### config.mk
export PLATFORM = sky130hd
export DESIGN_NAME = exs_sequencer
export DESIGN_NICKNAME = d
export VERILOG_FILES = /design/src/hw/exs_pkg.sv /design/src/hw/exs_sequencer.sv
export SDC_FILE = /design/constraint.sdc
export NUM_CORES = 1
export LEC_CHECK = 0
export BUFFER_PORTS_ARGS = -buffer_cell sky130_fd_sc_hd__buf_2
export CAP_MARGIN = 20
export CORE_ASPECT_RATIO = 1.75
export CORE_MARGIN = 4
export CORE_UTILIZATION = 25
export DETAILED_ROUTE_END_ITERATION = 7
export MAX_ROUTING_LAYER = met4
export PLACE_DENSITY_LB_ADDON = 0.25
export RECOVER_POWER = 100
export SLEW_MARGIN = 10
export SYNTH_ARGS = -nofsm -noshare
export SYNTH_HDL_FRONTEND = slang
export SYNTH_SLANG_ARGS = --single-unit
export TNS_END_PERCENT = 20
### constraint.sdc
create_clock -name clock -period 7.55 [get_ports clock]
set_input_delay 0 -clock clock [delete_from_list [all_inputs] [get_ports clock]]
set_output_delay 0 -clock clock [all_outputs]
set_load 0.01 [all_outputs]
### src/hw/exs_pkg.sv
// constants for the exception sequencer: vectors, offsets, register map
package exs_pkg;

    // ------------------------------------------------------------------
    // fixed vector slots and vector numbers
    // ------------------------------------------------------------------
    localparam logic [31:0] POR_PC_ADDR = 32'h0000_0000; // power-on initial pc word
    localparam logic [31:0] POR_SP_ADDR = 32'h0000_0004; // power-on initial sp word
    localparam logic [31:0] MAN_PC_ADDR = 32'h0000_0008; // manual reset initial pc word
    localparam logic [31:0] MAN_SP_ADDR = 32'h0000_000c; // manual reset initial sp word
    localparam logic [7:0] VEC_GEN_ILLEGAL = 8'h04; // undefined code outside a slot
    localparam logic [7:0] VEC_SLOT_ILLEGAL = 8'h06; // bad code in a delay slot
    localparam logic [7:0] VEC_CPU_ADDR_ERR = 8'h09; // cpu address error
    localparam logic [7:0] VEC_DMA_ADDR_ERR = 8'h0a; // dma address error
    localparam logic [7:0] VEC_NMI = 8'h0b; // non-maskable interrupt
    localparam logic [7:0] VEC_USER_BREAK = 8'h0c; // user break
    localparam logic [7:0] VEC_TRAP_FIRST = 8'h20; // first trap vector
    localparam logic [7:0] VEC_TRAP_LAST = 8'h3f; // last trap vector
    localparam logic [31:0] STACK_STEP = 32'h0000_0004; // predecrement per push

    // ------------------------------------------------------------------
    // status word layout and reset values
    // ------------------------------------------------------------------
    localparam int MASK_LSB = 4; // int_mask_field bit 4
    localparam int MASK_MSB = 7; // int_mask_field bit 7
    localparam logic [3:0] MASK_ALL = 4'hf; // mask written by a reset
    localparam logic [31:0] VBR_RESET = 32'h0000_0000; // vector base after reset

    // ------------------------------------------------------------------
    // register map (ahb-lite word offsets)
    // ------------------------------------------------------------------
    localparam logic [7:0] OFS_EVT_STATUS = 8'h00; // sticky events, write one to clear
    localparam logic [7:0] OFS_EVT_MASK = 8'h04; // interrupt enables, same layout
    localparam logic [7:0] OFS_VBR = 8'h08; // vector base register
    localparam logic [7:0] OFS_LAST_VEC = 8'h0c; // last vector and busy flag

    // ------------------------------------------------------------------
    // event bits
    // ------------------------------------------------------------------
    localparam int EVT_W = 7; // number of event bits
    localparam int EVT_POR = 0; // power-on reset handled
    localparam int EVT_MAN = 1; // manual reset handled
    localparam int EVT_ADDR = 2; // address error handled
    localparam int EVT_INT = 3; // interrupt handled
    localparam int EVT_TRAP = 4; // trap handled
    localparam int EVT_GILL = 5; // general illegal handled
    localparam int EVT_SILL = 6; // slot illegal handled
    localparam logic [EVT_W-1:0] EVT_RESET = 7'h00; // status and mask reset value

    // ------------------------------------------------------------------
    // exception kinds
    // ------------------------------------------------------------------
    typedef enum logic [2:0] {KIND_POR, KIND_MAN, KIND_ADDR, KIND_INT,
                              KIND_TRAP, KIND_GILL, KIND_SILL} exs_kind_t;

endpackage : exs_pkg

### src/hw/exs_sequencer.sv
// exception sequencer: detects, prioritises and sequences cpu exceptions
//
// How it works
// - reset rise with nmi high starts power-on
// - reset rise with nmi low starts manual
// - address error, interrupt wait for execution end
// - executing trap instruction starts trap handling
// - undefined code outside slot: general illegal
// - undefined or pc-changing code in slot: slot illegal
// - power-on loads pc, sp from words 0, 4
// - manual reset loads pc, sp from 8, c
// - resets clear vector base, set mask ones
// - other exceptions push status and pc on stack
// - interrupt copies its level into mask field
// - other exceptions keep the mask field unchanged
// - after stacking, fetch handler address and jump
// - each source has its own vector, slot times four
// - vectors 4,6,9,10,11,12 and 32-63 assigned
// - resets absolute, others at base plus four times vector
// - priority resets, address errors, interrupts, instructions
module exs_sequencer
(
    input wire logic clock,
    input wire logic rstn,
    // pins from outside the clock domain
    input wire logic reset_pin_n,
    input wire logic nmi_pin,
    // instruction decoder
    input wire logic dec_valid,
    input wire logic dec_undefined,
    input wire logic dec_in_delay_slot,
    input wire logic dec_pc_modifying,
    input wire logic exec_done,
    input wire logic exec_trap,
    input wire logic [7:0] trap_always_instruction,
    input wire logic [31:0] return_pc,
    // exception sources
    input wire logic cpu_addr_err,
    input wire logic dma_addr_err,
    input wire logic int_req,
    input wire logic [3:0] int_level,
    input wire logic [7:0] int_vector,
    output logic int_ack,
    // cpu register state
    input wire logic [31:0] status_word,
    input wire logic [31:0] stack_pointer_gpr,
    output logic [31:0] new_pc,
    output logic [31:0] new_sp,
    output logic [31:0] new_status_word,
    output logic cpu_load,
    output logic exc_busy,
    output logic [31:0] vector_base_reg,
    // memory port for vectors and stack
    output logic mem_req,
    output logic mem_we,
    output logic [31:0] mem_addr,
    output logic [31:0] mem_wdata,
    input wire logic [31:0] mem_rdata,
    input wire logic mem_ack,
    // ahb-lite register slave
    input wire logic hsel,
    input wire logic [31:0] haddr,
    input wire logic [1:0] htrans,
    input wire logic hwrite,
    input wire logic [2:0] hsize,
    input wire logic [31:0] hwdata,
    input wire logic hready,
    output logic [31:0] hrdata,
    output logic hreadyout,
    output logic hresp,
    output logic irq
);

    // ------------------------------------------------------------------
    // reset release and pin synchronisers
    // ------------------------------------------------------------------
    logic rst_meta_ff, rst_n; // reset release pair
    logic [1:0] res_sync_ff; // reset pin: [0] meta, [1] stable
    logic [1:0] nmi_sync_ff; // nmi pin: [0] meta, [1] stable
    logic res_prev_ff; // previous stable reset pin for edge detection

    // release the asynchronous reset through two flops
    always_ff @(posedge clock or negedge rstn)
    begin
        if (!rstn)
        begin
            rst_meta_ff <= 1'b0;
            rst_n <= 1'b0;
        end
        else
        begin
            rst_meta_ff <= 1'b1;
            rst_n <= rst_meta_ff;
        end
    end

    // pins arrive from outside the clock domain
    always_ff @(posedge clock or negedge rst_n)
    begin
        if (!rst_n)
        begin
            // reset pin copies start at its idle high level, so that leaving
            // reset with the pin already high is not taken as a rise
            res_sync_ff <= 2'h3;
            nmi_sync_ff <= 2'h0;
            res_prev_ff <= 1'b1;
        end
        else
        begin
            res_sync_ff <= {res_sync_ff[0], reset_pin_n};
            nmi_sync_ff <= {nmi_sync_ff[0], nmi_pin};
            res_prev_ff <= res_sync_ff[1];
        end
    end

    // rise of the reset pin, judged on the stable copies only
    logic res_rise;
    assign res_rise = res_sync_ff[1] && !res_prev_ff;

    // ------------------------------------------------------------------
    // source detection
    // ------------------------------------------------------------------
    logic [3:0] cur_mask; // mask field of the live status word
    logic int_take; // interrupt level beats the mask
    logic gill_det, sill_det; // instruction faults at decode
    assign cur_mask = status_word[exs_pkg::MASK_MSB:exs_pkg::MASK_LSB];
    assign int_take = int_req && (int_level > cur_mask);
    assign gill_det = dec_valid && dec_undefined && !dec_in_delay_slot;
    assign sill_det = dec_valid && dec_in_delay_slot
                      && (dec_undefined || dec_pc_modifying);

    // pending latches: resets hold until taken, address errors too
    logic por_pend_ff, man_pend_ff, cae_pend_ff, dae_pend_ff;

    typedef enum {ST_IDLE, ST_RST_PC, ST_RST_SP, ST_PUSH_SR, ST_PUSH_PC,
                  ST_FETCH_VEC, ST_FINISH} exs_state_t;
    exs_state_t state_ff;
    logic start; // a new exception is taken this cycle
    exs_pkg::exs_kind_t nxt_kind;
    logic [7:0] nxt_vec;

    // priority pick among the sources
    always_comb
    begin
        start = 1'b0;
        nxt_kind = exs_pkg::KIND_TRAP;
        nxt_vec = exs_pkg::VEC_TRAP_FIRST;
        if (state_ff == ST_IDLE)
        begin
            if (por_pend_ff)
            begin
                start = 1'b1;
                nxt_kind = exs_pkg::KIND_POR;
            end
            else if (man_pend_ff)
            begin
                start = 1'b1;
                nxt_kind = exs_pkg::KIND_MAN;
            end
            else if (exec_done && (cae_pend_ff || dae_pend_ff))
            begin
                start = 1'b1;
                nxt_kind = exs_pkg::KIND_ADDR;
                nxt_vec = cae_pend_ff ? exs_pkg::VEC_CPU_ADDR_ERR
                                      : exs_pkg::VEC_DMA_ADDR_ERR;
            end
            else if (exec_done && int_take)
            begin
                start = 1'b1;
                nxt_kind = exs_pkg::KIND_INT;
                nxt_vec = int_vector;
            end
            else if (exec_trap)
            begin
                start = 1'b1;
                nxt_kind = exs_pkg::KIND_TRAP;
                nxt_vec = trap_always_instruction;
            end
            else if (sill_det)
            begin
                start = 1'b1;
                nxt_kind = exs_pkg::KIND_SILL;
                nxt_vec = exs_pkg::VEC_SLOT_ILLEGAL;
            end
            else if (gill_det)
            begin
                start = 1'b1;
                nxt_kind = exs_pkg::KIND_GILL;
                nxt_vec = exs_pkg::VEC_GEN_ILLEGAL;
            end
        end
    end

    // pending flags: a new arrival wins over the take that clears it
    always_ff @(posedge clock or negedge rst_n)
    begin
        if (!rst_n)
        begin
            por_pend_ff <= 1'b0;
            man_pend_ff <= 1'b0;
            cae_pend_ff <= 1'b0;
            dae_pend_ff <= 1'b0;
        end
        else
        begin
            if (res_rise && nmi_sync_ff[1])
                por_pend_ff <= 1'b1;
            else if (start && nxt_kind == exs_pkg::KIND_POR)
                por_pend_ff <= 1'b0;
            if (res_rise && !nmi_sync_ff[1])
                man_pend_ff <= 1'b1;
            else if (start && nxt_kind == exs_pkg::KIND_MAN)
                man_pend_ff <= 1'b0;
            if (cpu_addr_err)
                cae_pend_ff <= 1'b1;
            else if (start && nxt_vec == exs_pkg::VEC_CPU_ADDR_ERR
                     && nxt_kind == exs_pkg::KIND_ADDR)
                cae_pend_ff <= 1'b0;
            if (dma_addr_err)
                dae_pend_ff <= 1'b1;
            else if (start && nxt_vec == exs_pkg::VEC_DMA_ADDR_ERR
                     && nxt_kind == exs_pkg::KIND_ADDR)
                dae_pend_ff <= 1'b0;
        end
    end

    // ------------------------------------------------------------------
    // sequencing state machine
    // ------------------------------------------------------------------
    exs_pkg::exs_kind_t kind_ff; // exception under way
    logic [7:0] vec_ff; // its vector number
    logic [3:0] level_ff; // accepted interrupt level
    logic [31:0] sp_ff, pc_ff, sr_ff; // working copies
    logic [31:0] vbr_ff; // vector base register
    logic sw_vbr_we; // software write to the vector base
    logic [31:0] sw_vbr_data;

    // slot address: base plus four times the vector number
    function automatic logic [31:0] vec_addr(input logic [31:0] base, input logic [7:0] vec);
        vec_addr = base + {22'h0, vec, 2'h0};
    endfunction : vec_addr

    // handler path: stack, then the vector slot; resets: two fixed slots
    always_ff @(posedge clock or negedge rst_n)
    begin
        if (!rst_n)
        begin
            state_ff <= ST_IDLE;
            kind_ff <= exs_pkg::KIND_POR;
            vec_ff <= 8'h00;
            level_ff <= 4'h0;
            sp_ff <= 32'h0000_0000;
            pc_ff <= 32'h0000_0000;
            sr_ff <= 32'h0000_0000;
        end
        else
        begin
            unique case (state_ff)
                ST_IDLE:
                    if (start)
                    begin
                        kind_ff <= nxt_kind;
                        vec_ff <= nxt_vec;
                        level_ff <= int_level;
                        sr_ff <= status_word;
                        pc_ff <= return_pc;
                        sp_ff <= stack_pointer_gpr;
                        if (nxt_kind == exs_pkg::KIND_POR || nxt_kind == exs_pkg::KIND_MAN)
                            state_ff <= ST_RST_PC;
                        else
                            state_ff <= ST_PUSH_SR;
                    end
                ST_RST_PC:
                    if (mem_ack)
                    begin
                        pc_ff <= mem_rdata;
                        state_ff <= ST_RST_SP;
                    end
                ST_RST_SP:
                    if (mem_ack)
                    begin
                        sp_ff <= mem_rdata;
                        sr_ff[exs_pkg::MASK_MSB:exs_pkg::MASK_LSB] <= exs_pkg::MASK_ALL;
                        state_ff <= ST_FINISH;
                    end
                ST_PUSH_SR:
                    if (mem_ack)
                    begin
                        sp_ff <= sp_ff - exs_pkg::STACK_STEP;
                        state_ff <= ST_PUSH_PC;
                    end
                ST_PUSH_PC:
                    if (mem_ack)
                    begin
                        sp_ff <= sp_ff - exs_pkg::STACK_STEP;
                        if (kind_ff == exs_pkg::KIND_INT)
                            sr_ff[exs_pkg::MASK_MSB:exs_pkg::MASK_LSB] <= level_ff;
                        state_ff <= ST_FETCH_VEC;
                    end
                ST_FETCH_VEC:
                    if (mem_ack)
                    begin
                        pc_ff <= mem_rdata;
                        state_ff <= ST_FINISH;
                    end
                ST_FINISH:
                    state_ff <= ST_IDLE;
            endcase
        end
    end

    // memory request: one word per step, held until acknowledged
    always_comb
    begin
        mem_req = 1'b1;
        mem_we = 1'b0;
        mem_addr = 32'h0000_0000;
        mem_wdata = 32'h0000_0000;
        unique case (state_ff)
            ST_RST_PC:
                mem_addr = (kind_ff == exs_pkg::KIND_POR) ? exs_pkg::POR_PC_ADDR
                                                          : exs_pkg::MAN_PC_ADDR;
            ST_RST_SP:
                mem_addr = (kind_ff == exs_pkg::KIND_POR) ? exs_pkg::POR_SP_ADDR
                                                          : exs_pkg::MAN_SP_ADDR;
            ST_PUSH_SR:
            begin
                mem_we = 1'b1;
                mem_addr = sp_ff - exs_pkg::STACK_STEP;
                mem_wdata = sr_ff;
            end
            ST_PUSH_PC:
            begin
                mem_we = 1'b1;
                mem_addr = sp_ff - exs_pkg::STACK_STEP;
                mem_wdata = pc_ff;
            end
            ST_FETCH_VEC:
                mem_addr = vec_addr(vbr_ff, vec_ff);
            default:
                mem_req = 1'b0;
        endcase
    end

    // vector base: a reset clears it, software may load it otherwise
    always_ff @(posedge clock or negedge rst_n)
    begin
        if (!rst_n)
            vbr_ff <= exs_pkg::VBR_RESET;
        else if (state_ff == ST_RST_SP && mem_ack)
            vbr_ff <= exs_pkg::VBR_RESET;
        else if (sw_vbr_we)
            vbr_ff <= sw_vbr_data;
    end

    // results to the cpu: loaded on the finishing cycle only
    assign cpu_load = (state_ff == ST_FINISH);
    assign exc_busy = (state_ff != ST_IDLE);
    assign int_ack = start && (nxt_kind == exs_pkg::KIND_INT);
    assign new_pc = pc_ff;
    assign new_sp = sp_ff;
    assign new_status_word = sr_ff;
    assign vector_base_reg = vbr_ff;

    // ------------------------------------------------------------------
    // ahb-lite slave: zero wait states, always okay
    // ------------------------------------------------------------------
    logic dp_wr_ff, dp_rd_ff; // data phase pending
    logic [7:0] dp_ofs_ff; // latched word offset
    logic [exs_pkg::EVT_W-1:0] evt_ff, evt_mask_ff; // sticky events and enables
    logic [exs_pkg::EVT_W-1:0] evt_set;
    logic addr_ok;
    assign addr_ok = hsel && hready && htrans[1] && (hsize == 3'h2) && (haddr[31:4] == 28'h0);

    // capture the address phase
    always_ff @(posedge clock or negedge rst_n)
    begin
        if (!rst_n)
        begin
            dp_wr_ff <= 1'b0;
            dp_rd_ff <= 1'b0;
            dp_ofs_ff <= 8'h00;
        end
        else if (hready)
        begin
            dp_wr_ff <= addr_ok && hwrite;
            dp_rd_ff <= addr_ok && !hwrite;
            dp_ofs_ff <= haddr[7:0];
        end
    end

    assign sw_vbr_we = dp_wr_ff && (dp_ofs_ff == exs_pkg::OFS_VBR);
    assign sw_vbr_data = hwdata;
    assign hreadyout = 1'b1;
    assign hresp = 1'b0;

    // one event per finished exception
    always_comb
    begin
        evt_set = '0;
        if (state_ff == ST_FINISH)
            evt_set[kind_ff] = 1'b1;
    end

    // sticky status (set wins over a write-one clear) and enables
    always_ff @(posedge clock or negedge rst_n)
    begin
        if (!rst_n)
        begin
            evt_ff <= exs_pkg::EVT_RESET;
            evt_mask_ff <= exs_pkg::EVT_RESET;
        end
        else
        begin
            if (dp_wr_ff && dp_ofs_ff == exs_pkg::OFS_EVT_STATUS)
                evt_ff <= (evt_ff & ~hwdata[exs_pkg::EVT_W-1:0]) | evt_set;
            else
                evt_ff <= evt_ff | evt_set;
            if (dp_wr_ff && dp_ofs_ff == exs_pkg::OFS_EVT_MASK)
                evt_mask_ff <= hwdata[exs_pkg::EVT_W-1:0];
        end
    end

    assign irq = |(evt_ff & evt_mask_ff);

    // read mux; unmapped offsets read zero
    always_comb
    begin
        hrdata = 32'h0000_0000;
        if (dp_rd_ff)
        begin
            unique case (dp_ofs_ff)
                exs_pkg::OFS_EVT_STATUS: hrdata = {25'h0, evt_ff};
                exs_pkg::OFS_EVT_MASK: hrdata = {25'h0, evt_mask_ff};
                exs_pkg::OFS_VBR: hrdata = vbr_ff;
                exs_pkg::OFS_LAST_VEC: hrdata = {23'h0, exc_busy, vec_ff};
                default: hrdata = 32'h0000_0000;
            endcase
        end
    end
endmodule : exs_sequencer

==> results of run 1 <==
==> final cells by class <==
| cell class | instances | share of cell area |
|---|---|---|
| inverters | 17 | 0.00406 |
| diodes | 4 | 0.000636 |
| multi-input cells | 943 | 0.358 |
| clock inverters | 13 | 0.00891 |
| clock buffers | 19 | 0.0282 |
| flip-flops and latches | 181 | 0.288 |
| repair buffers | 687 | 0.267 |
| well taps | 555 | 0.0442 |
==> worst reg2reg max path, stage by stage, from the launching register on <==
cell and delay [ns]:
dfrtp_1 0.87, or2_2 0.31, nor2_1 0.12, o21ai_4 0.11
clkbuf_1 2.76, o22ai_1 0.33, dlygate4sd3_1 0.73, nor2_1 0.11
==> power groups by stage <==
stage,sequential (uW),clock (uW),combinational [uW]
4_1_cts,1780,959,2920
6_report,1800,925,2820
3_3_place_gp,1790,0,2660
2_1_floorplan,1720,0,1510
5_1_grt,1840,989,3070
3_5_place_dp,1800,0,2690
==> per-layer routing <==
metal / GRT usage / vias to the layer above / wire length, um
met5: - / - / 0
met4: 0.103 / 0 / 2410
met3: 0.0389 / 94 / 2860
met2: 0.407 / 490 / 28000
met1: 0.260 / 6082 / 20600
li1: - / 5726 / -
==> logic make-up (layout without fill, tap and decap cells) <==
family / count (synthesis) / in the layout / share of synthesized area
and+or+nand+nor: 508 / 508 / 0.225
other: 2 / 7 / 0.000711
DFF: 181 / 181 / 0.429
adders and majority gates: 14 / 14 / 0.0173
buffers and inverters: 105 / 736 / 0.0403
muxes: 27 / 27 / 0.0282
xor gates and xnor gates: 48 / 48 / 0.0398
AOI/OAI and AO/OA: 343 / 343 / 0.219
==> cells in the final DEF (no fill, tap or decap), types with 8 or more instances in the layout <==
cell and instances:
xnor2_1 18, clkbuf_16 17, nand3_1 22, dfrtp_1 178
nor4_1 10, o22ai_1 67, nand2b_1 8, ha_1 13
o211ai_1 8, buf_2 238, clkbuf_1 233, or4_1 8
nor2_1 77, mux2_2 22, a21o_1 8, o21ai_0 47
a21oi_1 71, a31oi_1 8, xor2_1 30, nor3_1 65
nand4_1 8, and3_1 31, a22o_1 40, nand2_1 223
nor2b_1 11, or3_1 10, a22oi_1 30, dlygate4sd3_1 207
buf_4 9, inv_1 15, o2bb2ai_1 16, a221oi_1 9
==> stage by stage <==
step           hold WS, ns  area (um2)  instances   util
3_5_place_dp        -0.211       13400       2176  0.321
5_1_grt            0.00839       15700       2418  0.377
6_report           0.00793       15700       2419  0.377
3_3_place_gp        -0.214       13400       2175  0.321
2_1_floorplan       -0.296       10600       1229      -
4_1_cts           0.000906       16100       2415  0.385
==> path summary, 6_finish.rpt <==
check | start | end | slack, ns | cells past startpoint
max | state_ff[0] | new_pc[11] | 2.15 | 7
min | stack_pointer_gpr[1] | new_sp[1] | 0.008 | 3
max reg2reg | state_ff[0] | new_pc[11] | 2.15 | 7
min reg2reg | rst_meta_ff | rst_n | 0.35 | 0
max in group asynchronous | rst_n | vector_base_reg[22] | 4.61 | 1
min in group asynchronous | rstn | rst_n | 0.40 | 3
==> flow_summary_export.csv, run 1 <==
group,metric,value,unit
status,status,"finished with violations",
status,violations,"max-capacitance violations, max-slew violations",
logic_synthesis,synth_area_leader_cell,"dfrtp_1",
floorplanning,die_area,45700,um2
worst_setup_path,critical_path.top_delay_family,"buffers and inverters",
logic_synthesis,ys_seq_elements,181,
clocking,cts.htree.levels,4,
sta,max_freq,185,MHz
placed_design,routabilityCongestion,0.929,
floorplanning,fp.dieH,280,um
final_layout,multiInputGateArea,5640,um2
clocking,post_cts_buffers,0,
final_layout,syn2layout_area_growth,49.0,%
detailed_routing,wl,53900,um
worst_setup_path,path_cells,"or2_2, nor2_1, o21ai_4, clkbuf_1, o22ai_1, dlygate4sd3_1, nor2_1",
logic_synthesis,ys_types,74,
worst_setup_path,worstSetupPathType,"reg2reg",
sta,max-slew-margin-rel,-1.62,
power,p_leak,0.00670,uW
logic_synthesis,synth-edff-count,0,
worst_setup_path,crit_top_cell,"nor2_1",
floorplanning,ioPinCount,466,
worst_setup_path,max_stage_delay,2.76,ns
power,switchingPower,2650,uW
final_layout,seq_area,4530,um2
logic_synthesis,synthDominantCellAreaShare,0.422,
sta,finalCritPeriodShare,0.716,
power,p_total,5540,uW
final_layout,drive_gt1_frac,0.174,
detailed_routing,drt-vias-per-instance,5.12,
placed_design,portBuffers,462,
final_layout,nets,2095,
sta,hold_violations,0,
logic_synthesis,seq_area_frac_synth,0.429,
worst_setup_path,crit_arrival,5.78,ns
logic_synthesis,async_reset_ff_frac,1.00,
worst_setup_path,startpoint_type,"flop",
clocking,cts_tree,"yes",
logic_synthesis,synth.area.top_cells,"dfrtp_1, nand2_1, o22ai_1",
logic_synthesis,yosysWarnings,0,
detailed_routing,vias,12400,
detailed_routing,wl_per_cell,22.3,um
logic_synthesis,synth_most_common_cell,"nand2_1",
clocking,cts_hold_buf,207,
power,p_sw_frac,0.478,
power,comb_power_share,0.509,
clocking,cts_root_buf,"clkbuf_16",
worst_setup_path,slowest_stage,"clkbuf_1",
final_layout,nFillCells,4522,
sta,setup_ws,2.15,ns
global_route,antenna_found_initial,3,
global_route,grt_overflow,0,
power,power.share.clock,0.167,
clocking,path_clk_slew,0.08,ns
sta,skew,0.0192,ns
detailed_routing,antenna_left,0,
floorplanning,die_w,163,um
sta,final.setup.tns,0,ns
clocking,clockBufferDepth,2,
sta,layout_min_cycle_time,5.40,ns
detailed_routing,drt_iter0_drc,890,
clocking,numCtsBuffers,17,
logic_synthesis,synthFlopType,"dfrtp_1",
sta,setup_violations,0,
detailed_routing,dr.pass1.iters,6,
placed_design,hpwlAfterDp,40700,um
power,power_density,352,nW/um2
worst_setup_path,critical_path_required,7.93,ns
global_route,grt_pass1_vias,12500,
floorplanning,floorplan.initialDensity,0.253,
sta,maxSlewViolCount,380,
global_route,grtUsageTotal,0.233,
power,pwr-share-seq,0.324,
global_route,grt_pass1_wl,78100,um
worst_setup_path,cp_num_buf_inv,2,
power,peakVddDrop,0.168,mV
clocking,clock_latency,0.45,ns
clocking,post_cts.resized_instances,0,
sta,grt_setup_unrepaired,"false",
clocking,cts.sinks,181,
placed_design,dp_slack,3.98,ns
floorplanning,num_rows,99,
power,intPower,2890,uW
logic_synthesis,netlist_area,10600,um2
min_path,hold_class,"in2reg",
worst_setup_path,path_max_fanout,80,
sta,worstMarginPinSlew,3.94,ns
floorplanning,core_area,41700,um2
global_route,grt_max_degree,92,
logic_synthesis,ys_top_cells_by_count,"nand2_1, dfrtp_1, nor2_1",
job,maxCapViolCount,7,
logic_synthesis,synth_area_per_cell,8.60,um2
worst_setup_path,cp-end-kind,"flop",
detailed_routing,route.detailed.drc,0,
logic_synthesis,postSynthCellCount,1228,
Power figures use the tool's default switching activity.
==> inputs of run 2 (changes only) <==
- ABC_AREA: not set -> 1
- clock period: 7.55 -> 5.5 ns (I/O delays scaled with it)
==> run 2 against run 1 <==
  * The run still ends with max-capacitance violations, max-slew violations left
  * Non-clock buffer count up 16
  * Highest routed layer unchanged
  * Sequential share of layout area fell by 1.2 points
  * Flip-flop and latch count stayed put
==> flow_summary_export.csv, run 2 <==
group,metric,value,unit
clocking,clockBufferDepth,2,
power,comb_power_share,0.535,
floorplanning,die_area,47400,um2
clocking,cts_tree,"yes",
worst_setup_path,max_stage_delay,1.28,ns
worst_setup_path,critical_path.top_delay_family,"simple AND/OR/NAND/NOR gates",
final_layout,antenna_cells,0,
placed_design,portBuffers,462,
sta,worstMarginPinSlew,2.71,ns
power,switchingPower,3750,uW
detailed_routing,antenna_left,0,
global_route,grt_pass1_vias,13900,
clocking,cts.htree.levels,4,
status,status,"finished with violations",
worst_setup_path,startpoint_type,"flop",
sta,final.setup.tns,0,ns
clocking,cts_hold_buf,231,
floorplanning,floorplan.initialDensity,0.253,
logic_synthesis,synth_area_leader_cell,"dfrtp_1",
detailed_routing,vias,13500,
logic_synthesis,yosysWarnings,0,
detailed_routing,wl_per_cell,19.1,um
sta,grt_setup_unrepaired,"false",
worst_setup_path,worstSetupPathType,"reg2reg",
placed_design,dpl_cell_area,13800,um2
logic_synthesis,synth-edff-count,0,
worst_setup_path,path_max_fanout,38,
power,power_density,465,nW/um2
min_path,min_to,"new_pc[29]",
logic_synthesis,synthFlopType,"dfrtp_1",
logic_synthesis,synth.area.top_cells,"dfrtp_1, nand2_1, o21ai_0",
power,pwr-share-seq,0.294,
power,power.share.clock,0.172,
detailed_routing,dr.pass1.iters,6,
power,p_sw_frac,0.492,
floorplanning,ioPinCount,466,
sta,skew,0.0106,ns
global_route,grtUsageTotal,0.230,
logic_synthesis,synth_area_per_cell,6.87,um2
worst_setup_path,slowest_stage,"nand2_1",
sta,finalCritPeriodShare,0.834,
clocking,cts.sinks,181,
worst_setup_path,critical_path_required,5.89,ns
global_route,antenna_found_initial,0,
worst_setup_path,reg2reg_to,"new_sp[25]",
min_path,worstHoldPathCells,5,
clocking,post_cts_buffers,0,
final_layout,mostFrequentLayoutCell,"nand2_1",
placed_design,dp_slack,1.46,ns
worst_setup_path,r2r_slack,0.91,ns
clocking,path_clk_slew,0.07,ns
worst_setup_path,r2r-start,"state_ff[2]",
power,p_leak,0.00772,uW
floorplanning,core_area,43300,um2
final_layout,syn2layout_area_growth,49.5,%
status,violations,"max-capacitance violations, max-slew violations",
power,intPower,3870,uW
floorplanning,num_rows,101,
final_layout,drive_gt1_frac,0.130,
floorplanning,fp.dieH,285,um
sta,max-slew-margin-rel,-0.805,
logic_synthesis,synth_most_common_cell,"nand2_1",
global_route,grt_overflow,0,
detailed_routing,drt_iter0_drc,900,
logic_synthesis,postSynthCellCount,1596,
logic_synthesis,synthDominantCellAreaShare,0.406,
sta,maxSlewViolCount,174,
logic_synthesis,ys_top_cells_by_count,"nand2_1, inv_1, dfrtp_1",
global_route,grt_max_degree,77,
global_route,grt_pass1_wl,82800,um
min_path,hold_class,"in2reg",
worst_setup_path,crit_top_cell,"nand2_1",
final_layout,final_area,16400,um2
detailed_routing,wl,54100,um
worst_setup_path,cp_num_cells,11,
logic_synthesis,seq_area_frac_synth,0.414,
logic_synthesis,netlist_area,11000,um2
worst_setup_path,cp_num_buf_inv,4,
sta,hold_violations,0,
logic_synthesis,async_reset_ff_frac,1.00,
placed_design,hpwlAfterDp,42200,um
placed_design,routabilityCongestion,0.911,
final_layout,nets,2506,
final_layout,final_cell_mix,"nand2_1, buf_2, dlygate4sd3_1, clkbuf_1, inv_1",
clocking,clock_latency,0.45,ns
sta,setup_ws,0.911,ns
clocking,cts_root_buf,"clkbuf_16",
worst_setup_path,crit_arrival,4.98,ns
detailed_routing,drt-vias-per-instance,4.77,
logic_synthesis,ys_types,49,
logic_synthesis,ys_seq_elements,181,
min_path,hp-start,"mem_rdata[29]",
clocking,numCtsBuffers,17,
floorplanning,die_w,166,um
sta,setup_violations,0,
detailed_routing,route.detailed.drc,0,
worst_setup_path,path_cells,"inv_1, nand3_2, nand2_1, inv_2, nand2_4, o22ai_1, nor2_2, buf_4, o21ai_0, dlygate4sd3_1, nand2_1",
power,peakVddDrop,0.189,mV
clocking,post_cts.resized_instances,0,
worst_setup_path,rr_worst_depth,11,
sta,layout_min_cycle_time,4.59,ns
sta,max_freq,218,MHz
job,maxCapViolCount,4,
worst_setup_path,cp-end-kind,"flop",
[run 2: metrics by stage]
step	instances	hold slack (ns)	total power, uW	utilization
CTS	2837	0.00125	7890	0.386
floorplan	1597	-0.296	4470	-
global route	2837	0.0211	8270	0.378
detailed placement	2574	-0.211	6160	0.318
finish	2837	0.0221	7630	0.378
global placement	2574	-0.212	6110	0.318
[run 2: tightest hold or removal path: stages]
cell	delay [ns]
buf_2	0.13
nand2_1	0.06
nand2_1	0.12
nand2_1	0.07
o21ai_0	0.06
[run 2: layout make-up]
type	instances	area [um2]
Multi-Input combinational cell	1139	5320
Tap cell	566	708
Inverter	216	811
Clock buffer	21	460
Sequential cell	181	4530
Timing Repair Buffer	703	4420
Fill cell	4700	27000
Clock inverter	11	140
[run 2: logic make-up (layout without fill, tap and decap cells)]
| logic type | count (synthesis) | in the layout | synth area share |
|---|---|---|---|
| buf+inv | 277 | 951 | 0.100 |
| compound gates | 333 | 333 | 0.168 |
| other cells | 2 | 3 | 0.000685 |
| fa+ha+maj | 14 | 14 | 0.0167 |
| flops | 181 | 181 | 0.414 |
| simple gates | 787 | 787 | 0.299 |
| xor+xnor | 2 | 2 | 0.00160 |
[run 2: worst max-delay path by stage]
stage	to	start
global placement	new_sp[6]	state_ff[2]
global route	new_pc[28]	state_ff[0]
detailed placement	new_sp[7]	state_ff[2]
CTS	new_sp[25]	state_ff[2]
floorplan	cae_pend_ff	rst_n
finish	new_sp[25]	state_ff[2]
[run 2: power by group through the flow]
stage | sequential [uW] | combinational (uW) | clock (uW)
2_1_floorplan | 2320 | 2160 | 0
3_3_place_gp | 2240 | 3870 | 0
3_5_place_dp | 2250 | 3910 | 0
4_1_cts | 2230 | 4310 | 1350
5_1_grt | 2300 | 4570 | 1390
6_report | 2240 | 4080 | 1310
[run 2: metal layers]
| layer | wire length [um] | GRT usage | share of wire | up-vias |
|---|---|---|---|---|
| li1 | - | - | - | 6546 |
| met1 | 20700 | 0.254 | 0.38 | 6380 |
| met2 | 28500 | 0.415 | 0.53 | 526 |
| met3 | 2780 | 0.0351 | 0.051 | 89 |
| met4 | 2120 | 0.0893 | 0.039 | 0 |
| met5 | 0 | - | 0 | - |
==> inputs of run 3 (changes only) <==
- clock period: 5.5 -> 4.6 ns (I/O delays scaled with it)
==> run 3 against run 2 <==
  * The flow still finishes with violations (max-capacitance violations, max-slew violations)
  * Combinational power rose by 20%
  * Total power rose by 20%
  * Hold slack got worse by 0.0060 ns
  * Non-clock buffer count fell by 3
  * Global-route usage fell by 0.41 points
  * Maximum frequency rose by 19%
  * Critical path type unchanged
==> flow_summary_export.csv, run 3 (synthesis gave the netlist of run 2 again) <==
group,metric,value,unit
global_route,met1_usage,0.237,
floorplanning,num_rows,101,
clocking,post_cts_buffers,0,
detailed_routing,antenna_left,0,
placed_design,portBuffers,462,
worst_setup_path,rr_worst_depth,11,
detailed_routing,vias,13700,
min_path,hp-start,"mem_rdata[14]",
sta,final.setup.tns,0,ns
power,p_leak,0.00769,uW
sta,grt_setup_unrepaired,"false",
power,peakVddDrop,0.289,mV
floorplanning,fp.dieH,285,um
worst_setup_path,critical_path_required,4.92,ns
floorplanning,die_w,166,um
global_route,use_met3,0.0386,
worst_setup_path,critical_path.top_delay_family,"simple AND/OR/NAND/NOR gates",
worst_setup_path,path_cells,"inv_1, nand3_2, nand2_1, inv_1, nand2_1, inv_2, a22oi_1, dlygate4sd3_1, nand2_1, nand2_1, o21ai_0",
sta,setup_violations,0,
detailed_routing,wl,53500,um
floorplanning,ioPinCount,466,
clocking,post_cts.resized_instances,0,
final_layout,nets,2503,
worst_setup_path,reg2reg_to,"new_sp[19]",
floorplanning,core_area,43300,um2
detailed_routing,wl_per_cell,18.9,um
clocking,cts.sinks,181,
clocking,cts_tree,"yes",
placed_design,routabilityCongestion,0.926,
clocking,cts.htree.levels,4,
sta,hold_violations,0,
min_path,min_to,"new_sp[14]",
detailed_routing,drt-vias-per-instance,4.82,
global_route,busiest_layer,"met2",
worst_setup_path,r2r-start,"state_ff[2]",
worst_setup_path,path_max_fanout,33,
worst_setup_path,startpoint_type,"flop",
clocking,numCtsBuffers,17,
final_layout,final_cell_mix,"nand2_1, buf_2, clkbuf_1, dlygate4sd3_1, inv_1",
sta,max-slew-margin-rel,-0.866,
detailed_routing,drt_iter0_drc,918,
placed_design,hpwlAfterDp,41900,um
clocking,path_clk_slew,0.08,ns
final_layout,final_util,0.377,
sta,maxSlewViolCount,174,
sta,skew,0.0171,ns
min_path,worstHoldPathCells,5,
global_route,gr-usage-met2,0.410,
final_layout,mostFrequentLayoutCell,"nand2_1",
worst_setup_path,worstSetupPathType,"reg2reg",
floorplanning,die_area,47400,um2
sta,layout_min_cycle_time,3.87,ns
worst_setup_path,crit_top_cell,"nand2_1",
sta,max_freq,259,MHz
detailed_routing,dr.pass1.iters,7,
worst_setup_path,cp-end-kind,"flop",
clocking,cts_root_buf,"clkbuf_16",
global_route,antenna_found_initial,2,
global_route,grt_pass1_wl,81600,um
clocking,clockBufferDepth,2,
final_layout,drive_gt1_frac,0.131,
global_route,grtUsageTotal,0.226,
power,power_density,560,nW/um2
job,maxCapViolCount,2,
worst_setup_path,r2r_slack,0.73,ns
status,violations,"max-capacitance violations, max-slew violations",
global_route,grt_overflow,0,
sta,worstMarginPinSlew,2.80,ns
worst_setup_path,slowest_stage,"nand3_2",
global_route,grt_pass1_vias,14100,
floorplanning,floorplan.initialDensity,0.253,
worst_setup_path,crit_arrival,4.18,ns
sta,finalCritPeriodShare,0.840,
clocking,clock_latency,0.45,ns
final_layout,nFillCells,4683,
global_route,grt_max_degree,101,
min_path,hold_class,"in2reg",
status,status,"finished with violations",
detailed_routing,route.detailed.drc,0,
worst_setup_path,max_stage_delay,0.68,ns
final_layout,syn2layout_area_growth,49.1,%
worst_setup_path,cp_num_buf_inv,4,
-- run 3: worst reg2reg max path: stages (launching register included) --
cell	delay (ns)
dfrtp_1	0.47
inv_1	0.18
nand3_2	0.68
nand2_1	0.34
inv_1	0.18
nand2_1	0.39
inv_2	0.39
a22oi_1	0.30
dlygate4sd3_1	0.62
nand2_1	0.06
nand2_1	0.06
o21ai_0	0.08
-- run 3: per-layer routing --
| layer | part of all wire | up-vias |
|---|---|---|
| li1 | - | 6530 |
| met3 | 0.057 | 128 |
| met1 | 0.37 | 6443 |
| met2 | 0.52 | 564 |
| met4 | 0.053 | 0 |
| met5 | 0 | - |
-- run 3: layout make-up --
class                           instances  area [um2]  area share
Sequential cell                       181        4530       0.278
Clock inverter                         13         168      0.0103
Inverter                              216         811      0.0496
Multi-Input combinational cell       1139        5310       0.325
Tap cell                              566         708      0.0434
Timing Repair Buffer                  700        4370       0.267
Antenna cell                            1        2.50    0.000153
Clock buffer                           19         433      0.0265
-- run 3: repair_timing --
item                       in CTS  in global routing
hold buffers                  226                  0
hold endpoints to repair      169                  0
setup endpoints to repair       0                  0
-- run 3: report_power, final --
part           leakage [uW]  internal, uW  switching [uW]  total (uW)
clock network      0.000283           823             745        1570
logic               0.00518          1620            3280        4900
registers           0.00223          2140             534        2680
-- run 3: worst max path at each step --
| stage | startpoint | to | slack, ns | cells past startpoint |
|---|---|---|---|---|
| after floorplan | rst_n | cae_pend_ff | 1.61 | 0 |
| after global placement | state_ff[2] | new_sp[4] | 1.27 | 8 |
| after detailed placement | state_ff[2] | new_sp[5] | 1.18 | 8 |
| after CTS | state_ff[2] | new_sp[5] | 1.13 | 8 |
| after global routing | state_ff[2] | new_sp[12] | 0.52 | 11 |
| final | state_ff[2] | new_sp[19] | 0.73 | 11 |
-- run 3: through the flow --
stage / hold slack, ns / power [uW] / std cells / area [um2] / setup WS (ns)
floorplan: -0.296 / 5350 / 1597 / 11000 / 1.61
global placement: -0.212 / 7370 / 2574 / 13800 / 1.27
detailed placement: -0.212 / 7410 / 2574 / 13800 / 1.18
CTS: 0.00176 / 9460 / 2832 / 16700 / 1.13
global route: 0.0259 / 9890 / 2835 / 16300 / 0.522
finish: 0.0161 / 9140 / 2835 / 16300 / 0.735
